`config.mk`:
```
export PLATFORM = sky130hd
export DESIGN_NAME = accel_sample_readout
export DESIGN_NICKNAME = d
export VERILOG_FILES = /design/src/accel_readout_pkg.sv /design/src/axis_if.sv /design/src/axis_sample_holder.sv /design/src/accel_sample_readout.sv
export SDC_FILE = /design/constraint.sdc
export NUM_CORES = 1
export LEC_CHECK = 0
export ABC_AREA = 1
export ABC_CLOCK_PERIOD_IN_PS = 3500
export BUFFER_PORTS_ARGS = -buffer_cell sky130_fd_sc_hd__buf_2
export CORE_UTILIZATION = 59
export CTS_CLUSTER_SIZE = 8
export DETAILED_ROUTE_END_ITERATION = 10
export PLACE_DENSITY = 0.95
export SYNTH_ARGS = -nofsm -noshare
export SYNTH_HDL_FRONTEND = slang
export SYNTH_SLANG_ARGS = --single-unit
```
`constraint.sdc`:
```
create_clock -name i_clk_sys -period 3.5 [get_ports i_clk_sys]
set_input_delay 0.175 -clock i_clk_sys [delete_from_list [all_inputs] [get_ports i_clk_sys]]
set_output_delay 0.175 -clock i_clk_sys [all_outputs]
set_load 0.01 [all_outputs]
```
`src/accel_readout_pkg.sv`:
```
// Constants for the accelerometer sample and status readout.
// Assumes one system clock and a synchronous active-high reset.
package accel_readout_pkg;

    // ----------------------------------------------------------------
    // Register addresses
    // ----------------------------------------------------------------
    localparam logic [7:0] ADDR_SAMPLE_STATUS = 8'h00;
    localparam logic [7:0] ADDR_X_MSB         = 8'h01;
    localparam logic [7:0] ADDR_Z_MSB         = 8'h05;
    localparam logic [7:0] ADDR_Z_LSB         = 8'h06;
    localparam logic [7:0] ADDR_INT_CONFIG    = 8'h2E;
    localparam logic [7:0] ADDR_X_OFFSET      = 8'h2F;
    localparam logic [7:0] ADDR_Y_OFFSET      = 8'h30;
    localparam logic [7:0] ADDR_Z_OFFSET      = 8'h31;

    // ----------------------------------------------------------------
    // Widths, field positions and reset values
    // ----------------------------------------------------------------
    localparam int         SAMPLE_W       = 12;
    localparam int         AXES           = 3;
    localparam int         LOW_NIBBLE_W   = 4;
    localparam int         BIT_ANY_OW     = 7;
    localparam int         BIT_AXIS_OW_LO = 4;
    localparam int         BIT_ANY_READY  = 3;
    localparam int         BIT_AXIS_RD_LO = 0;
    localparam logic [7:0] INT_CFG_MASK   = 8'hFD;
    localparam logic [7:0] RESET_BYTE     = 8'h00;
    localparam logic [1:0] BUF_MODE_OFF   = 2'h0;

    typedef logic [7:0] byte_t;

endpackage : accel_readout_pkg

```
`src/axis_if.sv`:
```
// Carrier between the readout and one per-axis sample holder.
// Assumes both ends share the system clock.
interface axis_if;
    logic        sample_valid;
    logic [11:0] sample;
    logic        msb_rd;
    logic [7:0]  msb_byte;
    logic [7:0]  lsb_byte;
    logic        ready;
    logic        overwrite;
    logic        ow_event;

    modport chan (
        input  sample_valid, sample, msb_rd,
        output msb_byte, lsb_byte, ready, overwrite, ow_event
    );
    modport ctrl (
        output sample_valid, sample, msb_rd,
        input  msb_byte, lsb_byte, ready, overwrite, ow_event
    );
endinterface : axis_if

```
`src/axis_sample_holder.sv`:
```
// One axis: sample register, ready and overwrite flags, low-byte hold.
// Assumes samples and reads come from logic on the system clock.
module axis_sample_holder (
    input  wire logic i_clk_sys,
    input  wire logic i_srst,
    axis_if.chan      io_axis
);
    import accel_readout_pkg::*;

    logic [SAMPLE_W-1:0] data_q,  data_d;
    logic                ready_q, ready_d;
    logic                ow_q,    ow_d;
    byte_t               lsb_q,   lsb_d;

    // ----------------------------------------------------------------
    // Flag and data update
    // ----------------------------------------------------------------
    always_comb begin
        data_d  = data_q;
        ready_d = ready_q;
        ow_d    = ow_q;
        lsb_d   = lsb_q;
        if (io_axis.msb_rd) begin
            ready_d = 1'b0;
            ow_d    = 1'b0;
            lsb_d   = {data_q[LOW_NIBBLE_W-1:0], 4'h0};
        end
        if (io_axis.sample_valid) begin
            data_d  = io_axis.sample;
            ready_d = 1'b1;
            if (ready_q) begin
                ow_d = 1'b1;
            end
        end
    end

    always_ff @(posedge i_clk_sys) begin
        if (i_srst) begin
            data_q  <= '0;
            ready_q <= 1'b0;
            ow_q    <= 1'b0;
            lsb_q   <= RESET_BYTE;
        end else begin
            data_q  <= data_d;
            ready_q <= ready_d;
            ow_q    <= ow_d;
            lsb_q   <= lsb_d;
        end
    end

    // High byte holds bits 11..4; low byte is left aligned
    assign io_axis.msb_byte  = data_q[SAMPLE_W-1:LOW_NIBBLE_W];
    assign io_axis.lsb_byte  = lsb_q;
    assign io_axis.ready     = ready_q;
    assign io_axis.overwrite = ow_q;
    assign io_axis.ow_event  = io_axis.sample_valid & ready_q;

endmodule : axis_sample_holder

```
`src/accel_sample_readout.sv`:
```
// Register readout of a three-axis accelerometer: status, samples,
// interrupt configuration and zero-g offsets.
// Assumes the serial port shim delivers byte reads and writes as
// one-cycle strobes on the system clock.
//
// Behaviour
// - Buffer off: address 0x00 shows live ready and overwrite flags.
// - Buffer mode nonzero: address 0x00 shows buffer status instead.
// - Fast-read set: auto-increment skips every low data byte.
// - Fast-read clear: burst returns X, Y, Z high then low bytes.
// - Samples are 12-bit two's complement, high byte plus left-aligned low.
// - Status bits 7..4 overwrite flags, bits 3..0 ready flags.
// - Combined overwrite sets when new data overwrites unread data.
// - Combined overwrite clears after all three high bytes are read.
// - Axis overwrite sets when a new sample replaces an unread one.
// - Reading an axis high byte clears its overwrite flag.
// - Interrupt config holds one routing bit per source, bit 1 unused.
// - Combined ready sets on any new sample, clears once all three high bytes are read.
// - Axis ready sets on new sample, clears on its high-byte read.
// - Low byte readable only right after its high byte, same sample.
// - Buffer on: 0x02..0x06 read zero, 0x01 reads buffer data.
module accel_sample_readout (
    input  wire logic                        i_clk_sys,
    input  wire logic                        i_srst,
    input  wire logic                        i_addr_load,
    input  wire accel_readout_pkg::byte_t    i_addr,
    input  wire logic                        i_rd,
    input  wire logic                        i_wr,
    input  wire accel_readout_pkg::byte_t    i_wdata,
    input  wire logic [2:0]                  i_sample_valid,
    input  wire logic [11:0]                 i_sample_x,
    input  wire logic [11:0]                 i_sample_y,
    input  wire logic [11:0]                 i_sample_z,
    input  wire logic [1:0]                  i_buffer_mode,
    input  wire logic                        i_fast_read,
    input  wire accel_readout_pkg::byte_t    i_buffer_status,
    input  wire accel_readout_pkg::byte_t    i_buffer_data,
    output logic                             o_rvalid,
    output accel_readout_pkg::byte_t         o_rdata,
    output logic                             o_buffer_pop,
    output accel_readout_pkg::byte_t         o_interrupt_config,
    output accel_readout_pkg::byte_t         o_x_zero_g_offset,
    output accel_readout_pkg::byte_t         o_y_zero_g_offset,
    output accel_readout_pkg::byte_t         o_z_zero_g_offset
);
    import accel_readout_pkg::*;

    // ----------------------------------------------------------------
    // Next pointer after an access
    // ----------------------------------------------------------------
    function automatic byte_t next_addr(input byte_t a, input logic fast);
        byte_t n;
        n = a + 8'h01;
        if (a >= ADDR_X_MSB && a <= ADDR_Z_LSB) begin
            if (fast) begin
                n = (a == ADDR_Z_MSB) ? ADDR_SAMPLE_STATUS
                                      : a + 8'h02;
            end else if (a == ADDR_Z_LSB) begin
                n = ADDR_SAMPLE_STATUS;
            end
        end
        return n;
    endfunction : next_addr

    // ----------------------------------------------------------------
    // Per-axis holders
    // ----------------------------------------------------------------
    axis_if ax [AXES] ();

    logic [AXES-1:0] ready_v, ow_v, ow_ev_v, msb_rd_v;
    byte_t           msb_v [AXES];
    byte_t           lsb_v [AXES];
    logic [11:0]     smp_v [AXES];

    assign smp_v[0] = i_sample_x;
    assign smp_v[1] = i_sample_y;
    assign smp_v[2] = i_sample_z;

    for (genvar g = 0; g < AXES; g++) begin : g_axis
        assign ax[g].sample_valid = i_sample_valid[g];
        assign ax[g].sample       = smp_v[g];
        assign ax[g].msb_rd       = msb_rd_v[g];
        assign msb_v[g]           = ax[g].msb_byte;
        assign lsb_v[g]           = ax[g].lsb_byte;
        assign ready_v[g]         = ax[g].ready;
        assign ow_v[g]            = ax[g].overwrite;
        assign ow_ev_v[g]         = ax[g].ow_event;
        axis_sample_holder u_holder (
            .i_clk_sys (i_clk_sys),
            .i_srst    (i_srst),
            .io_axis   (ax[g])
        );
    end

    // ----------------------------------------------------------------
    // Register state
    // ----------------------------------------------------------------
    byte_t           ptr_q,     ptr_d;
    byte_t           rdata_q,   rdata_d;
    logic            rvalid_q,  rvalid_d;
    logic            pop_q,     pop_d;
    byte_t           intcfg_q,  intcfg_d;
    byte_t           off_q [AXES];
    byte_t           off_d [AXES];
    logic            any_ow_q,  any_ow_d;
    logic            any_rdy_q, any_rdy_d;
    logic [AXES-1:0] seen_q,    seen_d;
    logic [AXES-1:0] lsb_ok_q,  lsb_ok_d;

    logic            buf_on;
    logic [AXES-1:0] seen_all;
    int unsigned     ax_i;

    assign buf_on = (i_buffer_mode != BUF_MODE_OFF);

    always_comb begin
        ptr_d     = ptr_q;
        rdata_d   = rdata_q;
        rvalid_d  = 1'b0;
        pop_d     = 1'b0;
        intcfg_d  = intcfg_q;
        off_d     = off_q;
        any_ow_d  = any_ow_q;
        any_rdy_d = any_rdy_q;
        seen_d    = seen_q;
        lsb_ok_d  = lsb_ok_q;
        msb_rd_v  = '0;
        seen_all  = '0;
        ax_i      = 0;

        if (i_addr_load) begin
            ptr_d    = i_addr;
            lsb_ok_d = '0;
        end else if (i_wr) begin
            case (ptr_q)
                ADDR_INT_CONFIG: intcfg_d = i_wdata & INT_CFG_MASK;
                ADDR_X_OFFSET:   off_d[0] = i_wdata;
                ADDR_Y_OFFSET:   off_d[1] = i_wdata;
                ADDR_Z_OFFSET:   off_d[2] = i_wdata;
                default:         ;
            endcase
            ptr_d    = next_addr(ptr_q, i_fast_read);
            lsb_ok_d = '0;
        end else if (i_rd) begin
            rvalid_d = 1'b1;
            lsb_ok_d = '0;
            rdata_d  = RESET_BYTE;
            ax_i     = (32'(ptr_q) - 32'(ADDR_X_MSB)) >> 1;
            case (ptr_q)
                ADDR_SAMPLE_STATUS: begin
                    if (buf_on) begin
                        rdata_d = i_buffer_status;
                    end else begin
                        rdata_d = {any_ow_q, ow_v[2], ow_v[1], ow_v[0],
                                   any_rdy_q, ready_v[2], ready_v[1],
                                   ready_v[0]};
                    end
                end
                8'h01, 8'h03, ADDR_Z_MSB: begin
                    if (buf_on) begin
                        if (ptr_q == ADDR_X_MSB) begin
                            rdata_d = i_buffer_data;
                            pop_d   = 1'b1;
                        end
                    end else begin
                        rdata_d         = msb_v[ax_i];
                        msb_rd_v[ax_i]  = 1'b1;
                        seen_d[ax_i]    = 1'b1;
                        lsb_ok_d[ax_i]  = 1'b1;
                    end
                end
                8'h02, 8'h04, ADDR_Z_LSB: begin
                    if (!buf_on && lsb_ok_q[ax_i]) begin
                        rdata_d = lsb_v[ax_i];
                    end
                end
                ADDR_INT_CONFIG: rdata_d = intcfg_q;
                ADDR_X_OFFSET:   rdata_d = off_q[0];
                ADDR_Y_OFFSET:   rdata_d = off_q[1];
                ADDR_Z_OFFSET:   rdata_d = off_q[2];
                default:         rdata_d = RESET_BYTE;
            endcase
            ptr_d = next_addr(ptr_q, i_fast_read);
        end

        // Combined flags clear once every high byte was read
        seen_all = {AXES{1'b1}};
        if (seen_d == seen_all) begin
            any_ow_d  = 1'b0;
            any_rdy_d = 1'b0;
            seen_d    = '0;
        end
        // A new sample wins over a clear in the same cycle
        if (|ow_ev_v) begin
            any_ow_d = 1'b1;
        end
        if (|i_sample_valid) begin
            any_rdy_d = 1'b1;
        end
    end

    always_ff @(posedge i_clk_sys) begin
        if (i_srst) begin
            ptr_q     <= ADDR_SAMPLE_STATUS;
            rdata_q   <= RESET_BYTE;
            rvalid_q  <= 1'b0;
            pop_q     <= 1'b0;
            intcfg_q  <= RESET_BYTE;
            off_q     <= '{default: RESET_BYTE};
            any_ow_q  <= 1'b0;
            any_rdy_q <= 1'b0;
            seen_q    <= '0;
            lsb_ok_q  <= '0;
        end else begin
            ptr_q     <= ptr_d;
            rdata_q   <= rdata_d;
            rvalid_q  <= rvalid_d;
            pop_q     <= pop_d;
            intcfg_q  <= intcfg_d;
            off_q     <= off_d;
            any_ow_q  <= any_ow_d;
            any_rdy_q <= any_rdy_d;
            seen_q    <= seen_d;
            lsb_ok_q  <= lsb_ok_d;
        end
    end

    // ----------------------------------------------------------------
    // Outputs
    // ----------------------------------------------------------------
    assign o_rvalid           = rvalid_q;
    assign o_rdata            = rdata_q;
    assign o_buffer_pop       = pop_q;
    assign o_interrupt_config = intcfg_q;
    assign o_x_zero_g_offset  = off_q[0];
    assign o_y_zero_g_offset  = off_q[1];
    assign o_z_zero_g_offset  = off_q[2];

endmodule : accel_sample_readout

```
* Yosys cells after proc, flatten, opt, wreduce, memory -nomap -nowiden
Index checks and enable logic that the tools add are counted.
** Word-level totals
- Register bits after elaboration :: 111
- Bits of input ports :: 79
- Output and inout bits :: 42
- Logic and storage cells :: 129
** Operators by class
- $add $sub $neg :: 3
- $lt $le $gt $ge :: 5
- Equal/unequal tests :: 11
- Muxes and demuxes :: 52
- Bitwise gates (word level) :: 10
- Reduce and logical (&&, ||, !) cells :: 24
** Operators by type and width (count)
- $mux 8 :: 15
- $pmux 8 s7 :: 1
- $ge 33x3->1 const B :: 1
- $not 31->33 :: 1
- $bmux 8 s2 :: 2
- $eq 8x6->1 const B :: 4
- $ge 31x1->1 const B :: 1
- $lt 31x3->1 const B :: 1
- $mux 3 :: 10
- $eq 8x3->1 const B :: 3
- $mux 1 :: 22
- $eq 8x2->1 const B :: 2
- $reduce_and 3->1 :: 5
- $reduce_or 3->1 :: 5
- $reduce_bool 2->1 :: 6
- $sub 8x1->9 const B :: 1
- $add 8x1->8 const B :: 1
- $add 8x2->8 const B :: 1
- $eq 8x1->1 const B :: 1
- $ge 8x1->1 const B :: 1
- $le 8x3->1 const B :: 1
- $logic_not 8->1 :: 1
- $reduce_or 6->1 :: 1
- $not 1->1 :: 5
- 9 further kinds :: 13

* Depth between registers and ports, before layout
Gate-level depths: netlist of the first run.
- Word-level depth :: 14
- Depth in mapped cells :: 14
- Mapped depth without buffers :: 14

* Hierarchy
Synthesis of the first run repeated with hierarchy kept, for this count alone.
** Unflattened totals
- Cell total of the unflattened synthesis :: 944
- Area, all modules :: 6264.8 µm²
** By module, submodules not included
- accel_sample_readout :: times used 1, cells an instance 671, area each 4061.4 µm², sequential area each 1141.1 µm²
- axis_sample_holder :: times used 3, cells an instance 91, area each 734.5 µm², sequential area each 360.3 µm²

* Worst setup path before layout of the first run
Ideal clock, no wire load.
- Path kind :: register to register
- Start :: register ptr_q[1]
- End :: register any_rdy_q
- Setup time :: 0.119 ns
- Arrival time :: 1.694 ns
- Data required time :: 3.381 ns
- Slack :: 1.686 ns
- Stages on the path, launching flop included :: 12
- Path buffers :: 0
- Clock period less this slack :: 1.814 ns
- Cell sequence :: dfxtp_1 -> inv_1 -> ha_1 -> nand3_1 -> nor2_1 -> nand2_1 -> nor2_1 -> nand3_2 -> nand2_2 -> nand3_4 -> nand3_1 -> nand2_1
** Between the ends
- Longest elaborated chain between the ends :: 13
- Elaborated cells on any way between the ends :: 18
- Classes of those cells :: add/sub: 1; order compare: 2; eq/ne: 4; mux: 7; bitwise: 1; reduce/logical: 3
** RTL lines
- start, declared :: line accel_sample_readout.sv:98 : byte_t ptr_q, ptr_d;
- start signal, assigned :: line accel_sample_readout.sv:215 : ptr_q <= ptr_d;
- $sub 8x1->9 :: line accel_sample_readout.sv:148 : ax_i = (32'(ptr_q) - 32'(ADDR_X_MSB)) >> 1;
- $ge 31x1->1 (implied by the code) or $lt 31x3->1 (tied branches) :: line accel_sample_readout.sv:168 : seen_d[ax_i] = 1'b1;
- $logic_and 1x1->1 (implied by the code) :: line accel_sample_readout.sv:168
- $mux 1 (implied by the code) :: line accel_sample_readout.sv:168
- $demux 1 s2 :: line accel_sample_readout.sv:168
- $or 3x3->3 (no source line)
- $mux 3 :: line accel_sample_readout.sv:160 : if (buf_on) begin
- $mux 3 * :: line accel_sample_readout.sv:149 : case (ptr_q)
- $mux 3 * :: line accel_sample_readout.sv:144 : end else if (i_rd) begin
- $mux 3 * :: line accel_sample_readout.sv:134 : end else if (i_wr) begin
- $mux 3 * :: line accel_sample_readout.sv:131 : if (i_addr_load) begin
- $eq 3x3->1 * :: line accel_sample_readout.sv:188 : if (seen_d == seen_all) begin
- $reduce_bool 2->1 (no source line) *
- end signal, assigned :: line accel_sample_readout.sv:222 : any_rdy_q <= any_rdy_d;
- end, declared :: line accel_sample_readout.sv:106 : logic any_rdy_q, any_rdy_d;
Mark *: on every way between the ends. The rest lies on a longest branch, timed or not.
A chain may end at the register's enable or synchronous reset.

* Final worst setup path of the first run
- Start :: register ptr_q[1]
- End :: register any_ow_q
** Between the ends
- Longest elaborated chain between the ends :: 13
- Elaborated cells on any way between the ends :: 18
- Classes of those cells :: add/sub: 1; order compare: 2; eq/ne: 4; mux: 7; bitwise: 1; reduce/logical: 3
** RTL lines
- $sub 8x1->9 :: line accel_sample_readout.sv:148
- $ge 31x1->1 (implied by the code) or $lt 31x3->1 (tied branches) :: line accel_sample_readout.sv:168
- $logic_and 1x1->1 (implied by the code) :: line accel_sample_readout.sv:168
- $mux 1 (implied by the code) :: line accel_sample_readout.sv:168
- $demux 1 s2 :: line accel_sample_readout.sv:168
- $or 3x3->3 (no source line)
- $mux 3 :: line accel_sample_readout.sv:160
- $mux 3 * :: line accel_sample_readout.sv:149
- $mux 3 * :: line accel_sample_readout.sv:144
- $mux 3 * :: line accel_sample_readout.sv:134
- $mux 3 * :: line accel_sample_readout.sv:131
- $eq 3x3->1 * :: line accel_sample_readout.sv:188
- $reduce_bool 2->1 (no source line) *
- end signal, assigned :: line accel_sample_readout.sv:221 : any_ow_q <= any_ow_d;
- end, declared :: line accel_sample_readout.sv:105 : logic any_ow_q, any_ow_d;
Marks and branches as above.

==> results.yml, run 1 <==
synth:
  synth_cells: 818
  yosysTopAreaCell: "dfxtp_1"
  synth_edf_count: 0
  synth_top_cell_area_share_pct: 40.3
  syn_area_um2: 5520
  yosys-top-cells-area: "dfxtp_1 (40%), nand2_1 (12%), o21ai_0 (8.8%)"
  synth_seq_cells: 111
  async_flop_share_pct: 0
  synth_commonest_cells: "nand2_1 (178), nor2_1 (117), dfxtp_1 (111)"
  synth_area_per_cell_um2: 6.75
  synth_fp_nets: 905
  yosysMostFrequentCell: "nand2_1"
  synthDistinctLibCells: 31
  synth_ff_type: "dfxtp_1"
  ys_warn_count: 0
  synth_seq_area_share_pct: 40.3
sta:
  setup_violations: 0
  grt_setup_unrepaired: "false"
  finalSetupTns_ps: 0
  maxSlewViolCount: 0
  finalHoldViolations: 1
  whs_ps: -1.26
  fmax_mhz: 363
  layout_setup_ws_ps: 742
  tightest_slew_ps: 763
  period_needed_ps: 2760
  clock_skew_ps: 12.1
  relSlewSlack_pct: 48.8
  period_share_pct: 78.8
floorplanning:
  die_x_um: 98.7
  die_h_um: 98.7
  initial_utilization_pct: 62.1
  row_count: 34
  die-area_um2: 9740
  core_area_um2: 8890
  ioPinCount: 121
clocking:
  cts.repair.resized: 0
  clock_path_buffers: 2
  post_cts_buffers: 0
  cts.sinks: 111
  cts_hold_buf: 0
  htreeDepth: 3
  path_clk_slew_ps: 110
  cts_buffers: 9
  cts-root-buf: "clkbuf_8"
  cts_tree: "built"
  clk_latency_ps: 390
status:
  status: "finished, violations left"
  violations: "negative hold slack"
route:
  dr.pass1.iters: 5
  vias_per_cell: 5.62
  ant_nets: 0
  avgRoutedWirePerCell_um: 14.6
  routed_wl_um: 15100
  vias: 5798
  drtIter0Drc: 458
  drc: 0
setup_path:
  cp_top_family: "simple AND/OR/NAND/NOR gates"
  worstSetupStartpointType: "flop"
  path_cells: "inv_1 -> ha_1 -> inv_1 -> nand3_1 -> nor2_1 -> nand2_1 -> nor2_1 -> nand3_2 -> nand2_2 -> nand3_4 -> nand3_1 -> nand2_1"
  critPathCaptureType: "flop"
  crit_type: "flop to flop"
  slowest_delay_ps: 520
  cpMaxStageDelayCell: "ha_1"
  cp_max_fo: 23
  critPathBufInv: 2
  critPathRequiredTime_ps: 3770
  cp.arrival_ps: 3030
final_layout:
  fin_cells: 1031
  utilization_pct: 70.7
  antenna_cells: 0
  syn_to_final_growth_pct: 13.9
  fillers: 745
  design_area_um2: 6290
  nets: 1005
  layout-drive-gt1-share_pct: 18.9
grt:
  grt_pass1_wl_um: 24600
  grt_max_degree: 60
  grt_pass1_vias: 5319
  grt_overflow: 0
  antenna_found_initial: 0
  grt_usage_pct: 31.9
power_and_ir_drop:
  combPwrFrac_pct: 17.4
  p_per_area_nw_per_um2: 407
  power_frac_seq_pct: 52.6
  clkPwrFrac_pct: 30.0
  irDropWorstVdd_uv: 328
  finalPower_mw: 2.56
  internal_power_mw: 1.76
  swShare_pct: 31.1
  p_switching_mw: 0.798
  leakagePower_nw: 2.89
place:
  gp_congestion: 0.995
  post-dp-hpwl_um: 11100
  dpl_cell_area_um2: 6090
  dp.cells: 1015
  place_ws_ps: 808
  io_buffers: 119
min_path:
  hp-class: "primary input to flop"
job:
  max_cap_viol_count: 0
[flip-flops by register name, indices dropped and copies added (netlist names)]
signal	flops
o_y_zero_g_offset	8
lsb_ok_q	3
o_rvalid	1
g_axis.u_holder.io_axis.lsb_byte	12
o_z_zero_g_offset	8
o_buffer_pop	1
o_interrupt_config	7
any_ow_q	1
o_x_zero_g_offset	8
ptr_q	8
seen_q	3
g_axis.u_holder.io_axis.ready	3
g_axis.u_holder.io_axis.overwrite	3
o_rdata	8
any_rdy_q	1
g_axis.u_holder.data_q	36
[placed cells by master (no fill, tap or decap), drive strengths merged]
master,Yosys,layout
nand2,184,184
nor2,132,132
buf,12,121
dfxtp,111,111
o21ai,111,111
inv,82,82
a21oi,81,81
nand3,56,56
clkbuf,20,12
ha,8,8
xor2,7,7
clkinv,1,5
o22ai,3,3
nor4,2,2
nand4,2,2
nor3,2,2
o21a,1,1
o31ai,1,1
a31oi,1,1
conb,1,1
[worst register-to-register path: stages (launching register included)]
cell	delay (ps)
dfxtp_1	420
inv_1	160
ha_1	520
inv_1	500
nand3_1	130
nor2_1	110
nand2_1	60
nor2_1	140
nand3_2	210
nand2_2	160
nand3_4	90
nand3_1	70
nand2_1	70
[power groups by stage]
stage	combinational [mW]	clock, mW	sequential (mW)
4_1_cts	0.438	0.757	1.35
3_3_place_gp	0.425	0	1.37
6_report	0.446	0.768	1.35
2_1_floorplan	0.318	0	1.36
5_1_grt	0.498	0.809	1.35
3_5_place_dp	0.432	0	1.37
[per-layer routing]
metal	GRT usage [%]	part of all wire, %	wire length, um	up-vias
li1	-	-	-	2839
met1	41.2	42	6330	2610
met2	52.1	46	6870	295
met3	4.96	9.0	1350	54
met4	16.2	3.5	533	0
met5	0	0	0	-
[logic make-up (layout without fill, tap and decap cells)]
logic type                 count (synthesis)  count (layout)  share of synthesized area, %
AOI/OAI and AO/OA                        198             198                          18.1
xor gates and xnor gates                   7               7                          1.11
adders and majority gates                  8               8                          1.81
buffers and inverters                    115             220                          8.84
DFF                                      111             111                          40.3
other                                      1               1                        0.0679
and+or+nand+nor                          378             378                          29.8
[layout make-up]
| type | count | area, um2 | share of cell area [%] |
|---|---|---|---|
| well taps | 108 | 135 | 2.15 |
| multi-input cells | 592 | 2810 | 44.7 |
| clock inverters | 4 | 37.5 | 0.597 |
| clock buffers | 12 | 155 | 2.47 |
| repair buffers | 121 | 611 | 9.71 |
| inverters | 83 | 317 | 5.04 |
| flip-flops and latches | 111 | 2220 | 35.4 |
[final timing paths]
| check | from | endpoint | slack [ps] | cells after the start |
|---|---|---|---|---|
| worst max-delay path | ptr_q[1] | any_ow_q | 740 | 12 |
| worst min-delay path | i_sample_y[1] | g_axis[1].u_holder.data_q[1] | -1 | 3 |
| worst max register to register | ptr_q[1] | any_ow_q | 740 | 12 |
| worst min register to register | g_axis[2].u_holder.data_q[6] | g_axis[2].u_holder.data_q[6] | 470 | 2 |
Power figures use the tool's default switching activity.
==> run 2: changes to the inputs <==
- ABC_CLOCK_PERIOD_IN_PS: 3500 -> 2750
- CORE_UTILIZATION: 59 -> 55
- PLACE_DENSITY: 0.95 -> 0.91
- clock period: 3.5 -> 2.75 ns (I/O delays scaled with it)
==> run 2 against run 1 <==
  * The run still ends with negative hold slack left
  * Worst hold slack improved by 1.1 ps
  * Maximum frequency increased by 22%
  * Register-to-register slack worse by 260 ps
  * Non-clock buffer count rose by 20
  * Final cell count up 4.4%
  * Sequential power rose by 27%
  * Sequential share of layout area fell by 1.4 points
  * Total power increased by 35%
  * Combinational power up 38%
  * Utilization fell by 3.4 points
  * Critical path type unchanged
  * Largest cell class unchanged
  * Largest power group unchanged
  * Highest routed layer unchanged
==> results.yml, run 2 (synthesized netlist as in run 1, its figures left out) <==
status:
  status: "finished, violations left"
  violations: "negative hold slack"
job:
  max_cap_viol_count: 0
route:
  dr_wl_met3_um: 1210
  avgRoutedWirePerCell_um: 14.1
  drtIter0Drc: 368
  vias_per_cell: 5.36
  wl_met1_um: 6290
  ant_nets: 0
  route.met2.wl_um: 7310
  drc: 0
  vias: 5766
  dr.pass1.iters: 5
  routed_wl_um: 15100
  top_layer_used: "met4"
power_and_ir_drop:
  power_frac_seq_pct: 49.3
  leakagePower_nw: 3.00
  internal_power_mw: 2.43
  p_switching_mw: 1.03
  combPwrFrac_pct: 17.7
  irDropWorstVdd_uv: 307
  swShare_pct: 29.8
  p_per_area_nw_per_um2: 529
  clkPwrFrac_pct: 33.0
floorplanning:
  ioPinCount: 121
  row_count: 36
  initial_utilization_pct: 56.7
  die_x_um: 102
  die-area_um2: 10400
  die_h_um: 102
  core_area_um2: 9730
final_layout:
  fillers: 857
  largest_register_ffs: 36
  layout-drive-gt1-share_pct: 19.2
  multi_input_area_um2: 2810
  final_common_cell: "nand2_1"
  utilization_pct: 67.3
  top_register: "g_axis.u_holder.data_q"
  antenna_cells: 0
  regArea_um2: 2220
  syn_to_final_growth_pct: 18.7
  nets: 1025
  final_cell_mix: "nand2_1 (178), buf_2 (119), nor2_1 (117), dfxtp_1 (111), o21ai_0 (97)"
place:
  gp_congestion: 0.996
  post-dp-hpwl_um: 11100
  io_buffers: 119
sta:
  setup_violations: 0
  grt_setup_unrepaired: "false"
  fmax_mhz: 441
  finalSetupTns_ps: 0
  clock_skew_ps: 16.2
  whs_ps: -0.133
  maxSlewViolCount: 0
  tightest_slew_ps: 592
  period_needed_ps: 2270
  period_share_pct: 82.5
  finalHoldViolations: 1
  relSlewSlack_pct: 60.4
clocking:
  cts-root-buf: "clkbuf_8"
  path_clk_slew_ps: 110
  post_cts_buffers: 0
  clock_path_buffers: 2
  cts.sinks: 111
  clk_latency_ps: 390
  htreeDepth: 3
  cts_tree: "built"
  cts_buffers: 9
setup_path:
  cp.arrival_ps: 2540
  critPathCaptureType: "flop"
  crit_type: "flop to flop"
  r2r_slack_ps: 480
  worstSetupStartpointType: "flop"
  cp_max_fo: 11
  critPathRequiredTime_ps: 3030
grt:
  grt_pass1_wl_um: 24100
  grt_usage_pct: 29.8
  antenna_found_initial: 0
  grt_overflow: 0
  grt_max_degree: 37
  grt_pass1_vias: 5247
min_path:
  hp-class: "primary input to flop"
-- run 2: changes by cell type in the layout (fill, tap and decap cells not counted), sizes merged --
cell | before | now
clkinvlp | 0 | 1
bufinv | 0 | 2
buf | 121 | 126
clkinv | 5 | 2
dlygate4sd3 | 0 | 15
inv | 82 | 84
clkbuf | 12 | 10
-- run 2: per-stage QoR --
step	instance area, um2	setup slack (ps)	std cells	total power [mW]
after floorplan	5520	936	818	2.14
after global placement	6160	676	1045	2.31
after detailed placement	6160	553	1045	2.33
after CTS	6550	534	1076	3.45
after global routing	6550	262	1076	3.61
final	6550	481	1076	3.47
-- run 2: path summary, 6_finish.rpt --
kind	cells past startpoint	to	start
max	13	any_rdy_q	ptr_q[1]
min	3	g_axis[0].u_holder.data_q[2]	i_sample_x[2]
max reg2reg	13	any_rdy_q	ptr_q[1]
min reg2reg	2	g_axis[1].u_holder.io_axis.lsb_byte[4]	g_axis[1].u_holder.io_axis.lsb_byte[4]
-- run 2: power by group through the flow --
stage          clock network (mW)  logic (mW)  registers, mW
2_1_floorplan                   0       0.404           1.73
3_5_place_dp                    0       0.580           1.75
3_3_place_gp                    0       0.571           1.74
4_1_cts                      1.14       0.602           1.71
6_report                     1.14       0.614           1.71
5_1_grt                      1.20       0.686           1.72
-- run 2: worst max-delay path, stage by stage (launching register included) --
cell     delay (ps)
dfxtp_1         360
inv_1           220
ha_1            270
inv_1            80
nand2_2          80
nand3_1         150
nor2_1          130
nand2_1          60
nor2_1          170
nand3_2         260
nand2_2         170
nand3_4         100
nand3_1          70
nand2_1          50
-- run 2: repair_timing --
action / 4_1_cts / 5_1_grt
hold buffers: 15 / 0
hold endpoints to repair: 15 / 0
resized for setup: 0 / 0
-- run 2: layer usage --
layer,vias up,global-route usage (%)
li1,2875,-
met1,2607,39.1
met5,-,0
met2,250,48.9
met4,0,11.3
met3,34,5.54
-- run 2: layout make-up --
cell class,count,area share (%)
tap,133,2.54
multi-input combinational,592,42.9
inverter,83,4.83
clock buffer,10,2.10
sequential,111,33.9
clock inverter,6,1.51
timing repair buffer,141,12.2
